==> src/core/osc_select_pkg.sv <==
// Package for the reset clock source selection block.
// Assumes one 200 MHz core clock and a synchronous active-high reset.
package osc_select_pkg;

   // ----------------------------------------------------------------
   // Source codes of the reset oscillator field
   // ----------------------------------------------------------------
   localparam logic [1:0] SRC_EXTERNAL  = 2'h3;   // External logic-level clock
   localparam logic [1:0] SRC_HF_1MHZ   = 2'h2;   // High-freq internal, 1 MHz
   localparam logic [1:0] SRC_LF_INT    = 2'h1;   // Low-freq internal, 31 kHz
   localparam logic [1:0] SRC_HF_32MHZ  = 2'h0;   // High-freq internal, 32 MHz

   // ----------------------------------------------------------------
   // Frequency selection codes
   // ----------------------------------------------------------------
   localparam logic [2:0] FRQ_RESET_EXT = 3'h4;   // Reset value for external choice
   localparam logic [2:0] FRQ_1MHZ      = 3'h0;   // Code for 1 MHz
   localparam logic [2:0] FRQ_32MHZ     = 3'h6;   // Code for 32 MHz

   // ----------------------------------------------------------------
   // Trim field layout
   // ----------------------------------------------------------------
   localparam int         TRIM_W        = 6;      // Trim width
   localparam logic [5:0] TRIM_DEFAULT  = 6'h00;  // Nominal frequency
   localparam logic [5:0] TRIM_UP_MAX   = 6'h1F;  // Highest raising value
   localparam logic [5:0] TRIM_DN_MIN   = 6'h20;  // Lowest lowering value

   // ----------------------------------------------------------------
   // Instruction clock divider
   // ----------------------------------------------------------------
   localparam int         DIV_W         = 2;      // Divide by four counter
   localparam logic [1:0] DIV_HALF      = 2'h1;   // Toggle point of the output

   // Source kind decoded from the code
   typedef enum logic [1:0] {KIND_EXT, KIND_HF, KIND_LF} src_kind_e;

endpackage : osc_select_pkg

==> src/core/instr_clock_div.sv <==
// Divide-by-four instruction clock generator with a pin driver.
// Assumes the system clock tick arrives as a same-domain strobe.
module instr_clock_div
(
   input  wire logic mclk,           // Core clock
   input  wire logic reset,          // Synchronous, active high
   input  wire logic sysTick,        // One pulse per system clock cycle
   input  wire logic outDisableN,    // Clock out disable, low drives pin
   output logic      pinOut,         // Clock pin output value
   output logic      pinOeN,         // Low while the pin is driven
   output logic      instrClock      // Instruction clock level
);

   // ----------------------------------------------------------------
   // Divider
   // ----------------------------------------------------------------
   logic [osc_select_pkg::DIV_W-1:0] divCnt_ff;     // Phase counter
   logic [osc_select_pkg::DIV_W-1:0] nxt_divCnt;    // Next phase
   logic                             clk4_ff;       // Registered quarter clock
   logic                             nxt_clk4;      // Next quarter clock

   // Wraps from three to zero; the cast drops the carry out on purpose
   assign nxt_divCnt = sysTick ? osc_select_pkg::DIV_W'(divCnt_ff + 2'h1) : divCnt_ff;
   // High for two ticks, low for two: a clean 50 percent duty output
   assign nxt_clk4   = (nxt_divCnt > osc_select_pkg::DIV_HALF);

   // Counter and output flop
   always_ff @(posedge mclk)
   begin
      if (reset)
      begin
         divCnt_ff <= '0;
         clk4_ff   <= 1'b0;
      end
      else
      begin
         divCnt_ff <= nxt_divCnt;
         clk4_ff   <= nxt_clk4;
      end
   end

   assign instrClock = clk4_ff;
   // Pin released to general I/O when the disable bit is high
   assign pinOut = outDisableN ? 1'b0 : clk4_ff;
   assign pinOeN = outDisableN;

   // ----------------------------------------------------------------
   // Checks
   // ----------------------------------------------------------------
   chk_pin_released: assert property (@(posedge mclk) disable iff (reset)
      outDisableN |-> (pinOeN && !pinOut))
      else $error("clock pin driven while disabled");
   chk_pin_follows: assert property (@(posedge mclk) disable iff (reset)
      !outDisableN |-> (!pinOeN && pinOut == clk4_ff))
      else $error("clock pin not carrying instruction clock");
   cov_pin_toggle: cover property (@(posedge mclk) disable iff (reset)
      !outDisableN && $rose(pinOut));

endmodule : instr_clock_div

==> src/core/reset_clock_source_select.sv <==
// Reset clock source selection: latches the reset oscillator code,
// picks the system clock, reports the current source and drives the
// instruction clock pin.
// Assumes oscillator ticks are asynchronous pins, already square waves,
// and configuration fields are static nonvolatile values.
//
// Overview of operation
// - Reset code picks source, copied to current
// - Selection at power-up too; sets start frequency
// - Low-freq oscillator fixed 31 kHz, untouched
// - High-freq frequency follows frequency select
// - Separate converter RC clock provided
// - Disable bit low drives instruction clock out
// - Disable bit high leaves pin as I/O
// - Current source readable as two bits
// - Trim two's complement, up or down
module reset_clock_source_select
(
   input  wire logic       mclk,               // Core clock, 200 MHz
   input  wire logic       reset,              // Synchronous, active high
   input  wire logic [1:0] resetOscSelect,     // Reset oscillator configuration code
   input  wire logic       extClockModeSelect, // 1 high power, 0 low power
   input  wire logic       clockOutDisableN,   // Clock out configuration bit
   input  wire logic       externalOsc,        // External clock pin
   input  wire logic       highFreqInternalOsc,// High-freq internal osc raw
   input  wire logic       lowFreqInternalOsc, // Low-freq internal osc raw
   input  wire logic       converterRcOsc,     // Converter RC osc raw
   input  wire logic       hfFreqWrite,        // Strobe: load new frequency select
   input  wire logic [2:0] hfFreqWriteData,    // New frequency select value
   input  wire logic       trimWrite,          // Strobe: load new trim
   input  wire logic [5:0] trimWriteData,      // New trim value
   output logic [1:0]      currentOscSource,   // Read-only current source
   output logic [2:0]      hfFreqSelect,       // Frequency select to the oscillator
   output logic [5:0]      freqTrim,           // Trim to the oscillator
   output logic            trimRaise,          // Trim pushes frequency up
   output logic            trimLower,          // Trim pushes frequency down
   output logic            extHighPower,       // External high-power mode active
   output logic            extLowPower,        // External low-power mode active
   output logic            sysClockTick,       // Pulse per system clock edge
   output logic            converterClockTick, // Pulse per converter RC edge
   output logic            instrClock,         // Instruction clock level
   output logic            instrClockOutPin,   // Clock out pin value
   output logic            instrClockOutOeN    // Pin enable, low drives
);

   // ----------------------------------------------------------------
   // Functions
   // ----------------------------------------------------------------
   // Decode a code to its kind; both high-freq codes share one kind
   function automatic osc_select_pkg::src_kind_e kind_of(input logic [1:0] code);
      osc_select_pkg::src_kind_e k;
      k = osc_select_pkg::KIND_HF;
      if (code == osc_select_pkg::SRC_EXTERNAL)
         k = osc_select_pkg::KIND_EXT;
      else if (code == osc_select_pkg::SRC_LF_INT)
         k = osc_select_pkg::KIND_LF;
      return k;
   endfunction : kind_of

   // Reset frequency select for a given source code
   function automatic logic [2:0] reset_freq(input logic [1:0] code);
      logic [2:0] f;
      f = osc_select_pkg::FRQ_RESET_EXT;
      if (code == osc_select_pkg::SRC_HF_1MHZ)
         f = osc_select_pkg::FRQ_1MHZ;
      else if (code == osc_select_pkg::SRC_HF_32MHZ)
         f = osc_select_pkg::FRQ_32MHZ;
      return f;
   endfunction : reset_freq

   // ----------------------------------------------------------------
   // Pin synchronisers
   // ----------------------------------------------------------------
   logic [3:0] syncA_ff;     // First stage, read only by second stage
   logic [3:0] syncB_ff;     // Second stage
   logic [3:0] syncC_ff;     // Edge history
   logic [3:0] rawPins;      // Bundled oscillator pins
   logic [3:0] risePulse;    // Rising edges, one cycle

   // Order: 0 external, 1 high-freq, 2 low-freq, 3 converter RC
   assign rawPins = {converterRcOsc, lowFreqInternalOsc, highFreqInternalOsc, externalOsc};

   // Two-flop crossing plus edge history
   always_ff @(posedge mclk)
   begin
      if (reset)
      begin
         syncA_ff <= 4'h0;
         syncB_ff <= 4'h0;
         syncC_ff <= 4'h0;
      end
      else
      begin
         syncA_ff <= rawPins;
         syncB_ff <= syncA_ff;
         syncC_ff <= syncB_ff;
      end
   end

   assign risePulse = syncB_ff & ~syncC_ff;

   // ----------------------------------------------------------------
   // Source latch
   // ----------------------------------------------------------------
   logic [1:0] srcCode_ff;    // Latched source code
   logic [1:0] nxt_srcCode;   // Next code
   logic       extMode_ff;    // Latched external power mode
   logic       nxt_extMode;   // Next external mode

   // Only sampled while reset is high, so a live change is ignored
   assign nxt_srcCode = reset ? resetOscSelect : srcCode_ff;
   assign nxt_extMode = reset ? extClockModeSelect : extMode_ff;

   // Capture straps during reset, a clocked sample rather than async load
   always_ff @(posedge mclk)
   begin
      srcCode_ff <= nxt_srcCode;
      extMode_ff <= nxt_extMode;
   end

   osc_select_pkg::src_kind_e srcKind;   // Decoded kind
   assign srcKind          = kind_of(srcCode_ff);
   assign currentOscSource = srcCode_ff;
   // Mode outputs only meaningful for the external choice
   assign extHighPower = (srcKind == osc_select_pkg::KIND_EXT) && extMode_ff;
   assign extLowPower  = (srcKind == osc_select_pkg::KIND_EXT) && !extMode_ff;

   // ----------------------------------------------------------------
   // Frequency select and trim
   // ----------------------------------------------------------------
   logic [2:0] freq_ff;      // Frequency select register
   logic [2:0] nxt_freq;     // Next value
   logic [5:0] trim_ff;      // Trim register
   logic [5:0] nxt_trim;     // Next value

   assign nxt_freq = hfFreqWrite ? hfFreqWriteData : freq_ff;
   assign nxt_trim = trimWrite ? trimWriteData : trim_ff;

   // Reset loads per-source start frequency and nominal trim
   always_ff @(posedge mclk)
   begin
      if (reset)
      begin
         freq_ff <= reset_freq(resetOscSelect);
         trim_ff <= osc_select_pkg::TRIM_DEFAULT;
      end
      else
      begin
         freq_ff <= nxt_freq;
         trim_ff <= nxt_trim;
      end
   end

   assign hfFreqSelect = freq_ff;
   assign freqTrim     = trim_ff;
   // Sign bit picks direction; zero leaves the nominal frequency
   assign trimRaise = (trim_ff != osc_select_pkg::TRIM_DEFAULT) &&
                      (trim_ff <= osc_select_pkg::TRIM_UP_MAX);
   assign trimLower = (trim_ff >= osc_select_pkg::TRIM_DN_MIN);

   // ----------------------------------------------------------------
   // System clock selection
   // ----------------------------------------------------------------
   logic selTick;    // Tick of the chosen source
   // Low-freq tick is never steered by frequency select or trim
   assign selTick = (srcKind == osc_select_pkg::KIND_EXT) ? risePulse[0] :
                    (srcKind == osc_select_pkg::KIND_LF)  ? risePulse[2] :
                    risePulse[1];
   assign sysClockTick       = selTick;
   // Converter clock kept apart from the system clock mux
   assign converterClockTick = risePulse[3];

   // ----------------------------------------------------------------
   // Instruction clock out
   // ----------------------------------------------------------------
   instr_clock_div u_div
   (
      .mclk        (mclk),
      .reset       (reset),
      .sysTick     (selTick),
      .outDisableN (clockOutDisableN),
      .pinOut      (instrClockOutPin),
      .pinOeN      (instrClockOutOeN),
      .instrClock  (instrClock)
   );

   // ----------------------------------------------------------------
   // Checks
   // ----------------------------------------------------------------
   chk_code_latched: assert property (@(posedge mclk)
      reset |=> (currentOscSource == $past(resetOscSelect)))
      else $error("current source not loaded from reset code");
   chk_code_held: assert property (@(posedge mclk)
      (!reset && !$past(reset)) |-> $stable(currentOscSource))
      else $error("current source changed outside reset");
   chk_freq_start: assert property (@(posedge mclk)
      (reset && resetOscSelect == osc_select_pkg::SRC_HF_32MHZ) |=>
         (hfFreqSelect == osc_select_pkg::FRQ_32MHZ))
      else $error("wrong start frequency");
   chk_freq_write: assert property (@(posedge mclk) disable iff (reset)
      hfFreqWrite |=> (hfFreqSelect == $past(hfFreqWriteData)))
      else $error("frequency select not updated");
   chk_trim_dir: assert property (@(posedge mclk) disable iff (reset)
      !(trimRaise && trimLower) && ((freqTrim[5]) == trimLower))
      else $error("trim direction wrong");
   chk_lf_source: assert property (@(posedge mclk) disable iff (reset)
      (srcKind == osc_select_pkg::KIND_LF) |-> (sysClockTick == risePulse[2]))
      else $error("low-freq source not selected");
   chk_ext_source: assert property (@(posedge mclk) disable iff (reset)
      (currentOscSource == osc_select_pkg::SRC_EXTERNAL) |->
         (sysClockTick == risePulse[0]) && (extHighPower != extLowPower))
      else $error("external source not selected");
   chk_conv_clock: assert property (@(posedge mclk) disable iff (reset)
      converterClockTick == (syncB_ff[3] && !syncC_ff[3]))
      else $error("converter tick wrong");

   cov_ext_boot: cover property (@(posedge mclk)
      reset ##1 !reset && currentOscSource == osc_select_pkg::SRC_EXTERNAL);
   cov_lf_boot: cover property (@(posedge mclk)
      reset ##1 !reset && currentOscSource == osc_select_pkg::SRC_LF_INT);
   cov_trim_down: cover property (@(posedge mclk) disable iff (reset) trimLower);

endmodule : reset_clock_source_select

==> config.mk <==
export PLATFORM = sky130hd
export DESIGN_NAME = reset_clock_source_select
export DESIGN_NICKNAME = d
export VERILOG_FILES = /design/src/core/osc_select_pkg.sv /design/src/core/instr_clock_div.sv /design/src/core/reset_clock_source_select.sv
export SDC_FILE = /design/constraint.sdc
export NUM_CORES = 1
export LEC_CHECK = 0
export ABC_AREA = 1
export BUFFER_PORTS_ARGS = -buffer_cell sky130_fd_sc_hd__buf_2
export CAP_MARGIN = 10
export CORE_MARGIN = 4
export CORE_UTILIZATION = 45
export CTS_BUF_LIST = sky130_fd_sc_hd__clkbuf_8
export CTS_CLUSTER_DIAMETER = 120
export DETAILED_ROUTE_END_ITERATION = 10
export PLACE_DENSITY = 0.77
export SLEW_MARGIN = 40
export SYNTH_ARGS = -nofsm -noshare
export SYNTH_HDL_FRONTEND = slang
export SYNTH_SLANG_ARGS = --single-unit
==> constraint.sdc <==
create_clock -name mclk -period 1.7 [get_ports mclk]
set_clock_uncertainty 0.1 [all_clocks]
set_input_delay 0.17 -clock mclk [delete_from_list [all_inputs] [get_ports mclk]]
set_output_delay 0.17 -clock mclk [all_outputs]
set_load 0.01 [all_outputs]
==> summary.json <==
{
  "cts": {
    "cts_made_buffers": 3,
    "postCtsResizedCells": 0,
    "worst_skew_pair.late_latency_ns": 0.26,
    "cts_root_buffer": "sky130_fd_sc_hd__clkbuf_8",
    "tritoncts_num_sinks": 27,
    "worst_setup_hold_path_clk_slew_ns": 0.08,
    "clockBufferDepth": 2,
    "cts_htree_levels": 1,
    "cts_tree": "built"
  },
  "route": {
    "detail_route.iter0.violations": 23,
    "vias_per_cell": 4.49,
    "routed-via-count": 872,
    "drtAntennaViolNets": 0,
    "drc_errors": 0,
    "drt_first_pass_iters": 3,
    "post_drt_wl_per_cell_um": 10.3,
    "wirelength_um": 1990
  },
  "setup_path": {
    "cp_common_cell": "sky130_fd_sc_hd__inv_1",
    "timing.setup.critical_path_class": "register to output pin",
    "slowest_cell_on_crit_path": "sky130_fd_sc_hd__edfxtp_1",
    "critPathCaptureType": "output pin",
    "crit_chain": "nand2_1, inv_1, nand2_2, nand3_2, inv_1, buf_2",
    "critPathBufInv": 3,
    "startpoint_type": "register",
    "worstPathRequired_ns": 1.43,
    "critPathMaxFanout": 3,
    "cp-startpoint": "currentOscSource[1]$_DFFE_PP_",
    "worst_path_dominant_cell_family": "flip-flops",
    "worst-endpoint-arrival_ns": 1.25,
    "crit_path_max_incr_delay_ns": 0.42,
    "reg_to_reg_startpoint": "currentOscSource[1]$_DFFE_PP_"
  },
  "yosys": {
    "yosys-mux-area-fraction_pct": 0,
    "ys_async_sr_fraction_pct": 0,
    "flip_flop_cell_with_the_highest_count_after_synthesis": "sky130_fd_sc_hd__dfxtp_1",
    "synth-compound-area-share_pct": 6.23,
    "synth-adder-area-share_pct": 0,
    "ys_seq_area_share_pct": 59.9,
    "netlist-cell-type-count": 16,
    "list_of_most_frequent_post_synthesis_cells": "33 x sky130_fd_sc_hd__nor2_1, 27 x sky130_fd_sc_hd__inv_1, 21 x sky130_fd_sc_hd__dfxtp_1",
    "syn-num-nets": 144,
    "synth_enable_flop_cells": 6,
    "synth_top_area_share_pct": 41.9,
    "post_synth_main_area_contributors": "sky130_fd_sc_hd__dfxtp_1 42%, sky130_fd_sc_hd__edfxtp_1 18%, sky130_fd_sc_hd__nor2_1 12%, sky130_fd_sc_hd__inv_1 10%, sky130_fd_sc_hd__nand2_1 4.9%",
    "syn_area_per_cell_um2": 8.16,
    "post_synth_instance_area_mm2": 0.00100,
    "largest_family_of_logic_cells_by_synthesized_area": "simple AND/OR/NAND/NOR gates",
    "yosys_register_bits": 27,
    "ys_warn_count": 0,
    "synth-xor-area-share_pct": 0,
    "post-synth-top-area-cell": "sky130_fd_sc_hd__dfxtp_1",
    "post_synth_and_or_nand_nor_area_fraction_pct": 21.3,
    "synthMostInstantiatedCell": "sky130_fd_sc_hd__nor2_1",
    "netlist_instances": 123
  },
  "timing": {
    "rsz0062_at_grt": "false",
    "fin_crit_sh_pct": 89.7,
    "hold_viol_final": 0,
    "setup_viol": 0,
    "fin_tns_setup_ns": 0,
    "pin_slew_with_the_least_headroom_to_its_limit_ns": 0.366,
    "max-slew-margin-rel_pct": 75.6,
    "finalMaxSlewViolations": 0,
    "max_freq_mhz": 656,
    "fin_crit_ns": 1.52
  },
  "placed_design": {
    "placed_cells_incl_taps": 186,
    "gp_routability_congestion": 0.701,
    "place.detailed.hpwl_um": 1560,
    "place.port_buffers": 40
  },
  "grt": {
    "initial_antenna_violation_count": 0,
    "global_route.usage.total_pct": 13.8,
    "first_global_vias": 834,
    "grt_first_pass_wirelength_um": 3480,
    "total_global_routing_overflow": 0,
    "largest_net_degree_at_the_start_of_global_routing": 22
  },
  "power": {
    "vdd.ir_drop.worst_mv": 0.714,
    "cell_internal_pwr_uw": 935,
    "power_per_cell_area_mw_per_mm2": 947,
    "switchingPower_uw": 297,
    "seqPwrFrac_pct": 58.3,
    "leakage_nw": 0.677,
    "p_clk_share_pct": 27.3,
    "comb_power_share_pct": 14.3,
    "swShare_pct": 24.1
  },
  "floorplanning": {
    "io_pins": 41,
    "chipHeight_um": 55.2,
    "fp.dieW_um": 55.2,
    "std_cell_rows": 16,
    "dieArea_mm2": 0.00305,
    "floorplan.initialDensity_pct": 49.1,
    "floorplan.core_area_mm2": 0.00204
  },
  "hold_path": {
    "hold_path.startpoint": "lowFreqInternalOsc",
    "hold_path_class": "input port to register"
  },
  "layout": {
    "stdcell_count": 194,
    "areaGrowthSynthToFinish_pct": 29.7,
    "drive_above_1_share_pct": 28.7,
    "nets": 189,
    "number_of_antenna_cells_inserted": 0
  },
  "flow_run": {
    "max_cap_violations": 0
  },
  "run_status": {
    "status": "finished, final reports clean"
  }
}
-- per-layer routing --
layer / share of wire (%) / GRT usage, % / vias to the layer above
met1: 42 / 14.9 / 391
met4: 1.8 / 6.94 / 0
met5: 0 / 0 / -
li1: - / - / 450
met3: 6.0 / 3.73 / 5
met2: 50 / 24.5 / 26
-- stage by stage --
step / hold WS (ns) / cell area (um2) / worst slack (ns) / power [mW] / utilization (%)
floorplan: 0.169 / 1000 / 0.568 / 0.827 / -
global placement: 0.261 / 1220 / 0.552 / 0.895 / 59.6
detailed placement: 0.256 / 1220 / 0.467 / 0.904 / 59.6
CTS: 0.0139 / 1300 / 0.175 / 1.25 / 63.7
global route: 0.0122 / 1300 / 0.0711 / 1.30 / 63.7
finish: 0.0149 / 1300 / 0.176 / 1.23 / 63.7
-- kinds of logic after synthesis --
kind of cell | Yosys count
simple gates | 52
flops | 27
compound gates | 12
buf+inv | 32
-- what timing repair did --
action,CTS,global route
setup endpoints to repair,0,0
hold buffers,4,0
hold endpoints to repair,4,0
buffers inserted,0,0
-- power groups by stage --
stage	sequential, mW	combinational (mW)	clock, mW
finish	0.719	0.177	0.337
global placement	0.731	0.164	0
detailed placement	0.733	0.171	0
CTS	0.719	0.179	0.352
global route	0.724	0.200	0.379
floorplan	0.742	0.0854	0
-- layout by cell type, fill, tap and decap left out --
master	netlist	routed
sky130_fd_sc_hd__o21ai_0	7	7
sky130_fd_sc_hd__nand4_1	2	2
sky130_fd_sc_hd__nor2_1	33	33
sky130_fd_sc_hd__inv_2	1	1
sky130_fd_sc_hd__buf_2	2	40
sky130_fd_sc_hd__nand3_2	1	1
sky130_fd_sc_hd__inv_1	27	28
sky130_fd_sc_hd__nand2_2	2	2
sky130_fd_sc_hd__dlygate4sd3_1	0	4
sky130_fd_sc_hd__a21oi_1	4	4
sky130_fd_sc_hd__o31ai_1	1	1
sky130_fd_sc_hd__dfxtp_1	21	21
sky130_fd_sc_hd__clkbuf_8	0	3
sky130_fd_sc_hd__edfxtp_1	6	6
sky130_fd_sc_hd__or2_2	1	1
sky130_fd_sc_hd__nand2_1	13	13
-- final cells by class --
class / instances / area, um2
Tap cell: 27 / 33.8
Sequential cell: 27 / 601
Clock inverter: 1 / 3.75
Inverter: 28 / 105
Timing Repair Buffer: 44 / 240
Fill cell: 196 / 741
Clock buffer: 3 / 41.3
Multi-Input combinational cell: 64 / 277
-- worst reg2reg max path, cell delays in order (launching register included) --
cell and delay (ns):
sky130_fd_sc_hd__edfxtp_1 0.42, sky130_fd_sc_hd__nand2_1 0.13, sky130_fd_sc_hd__inv_1 0.06, sky130_fd_sc_hd__nand2_2 0.08, sky130_fd_sc_hd__nand3_2 0.11, sky130_fd_sc_hd__nand2_2 0.08
sky130_fd_sc_hd__a21oi_1 0.06
-- registers in the layout, indices dropped and copies added, names as in the netlist --
name,flops
freqTrim,6
syncA_ff,4
syncB_ff,4
syncC_ff,4
hfFreqSelect,3
currentOscSource,2
u_div.divCnt_ff,2
extMode_ff,1
u_div.instrClock,1
-- final timing paths --
path	cells after the start	endpoint	slack, ns
hold reg to reg	2	syncB_ff[1]$_SDFF_PP0_	0.31
setup reg to reg	6	u_div.divCnt_ff[1]$_SDFF_PP0_	0.54
hold / removal	3	syncA_ff[2]$_SDFF_PP0_	0.01
setup / recovery	6	sysClockTick	0.18
(Power assumes the default switching activity.)
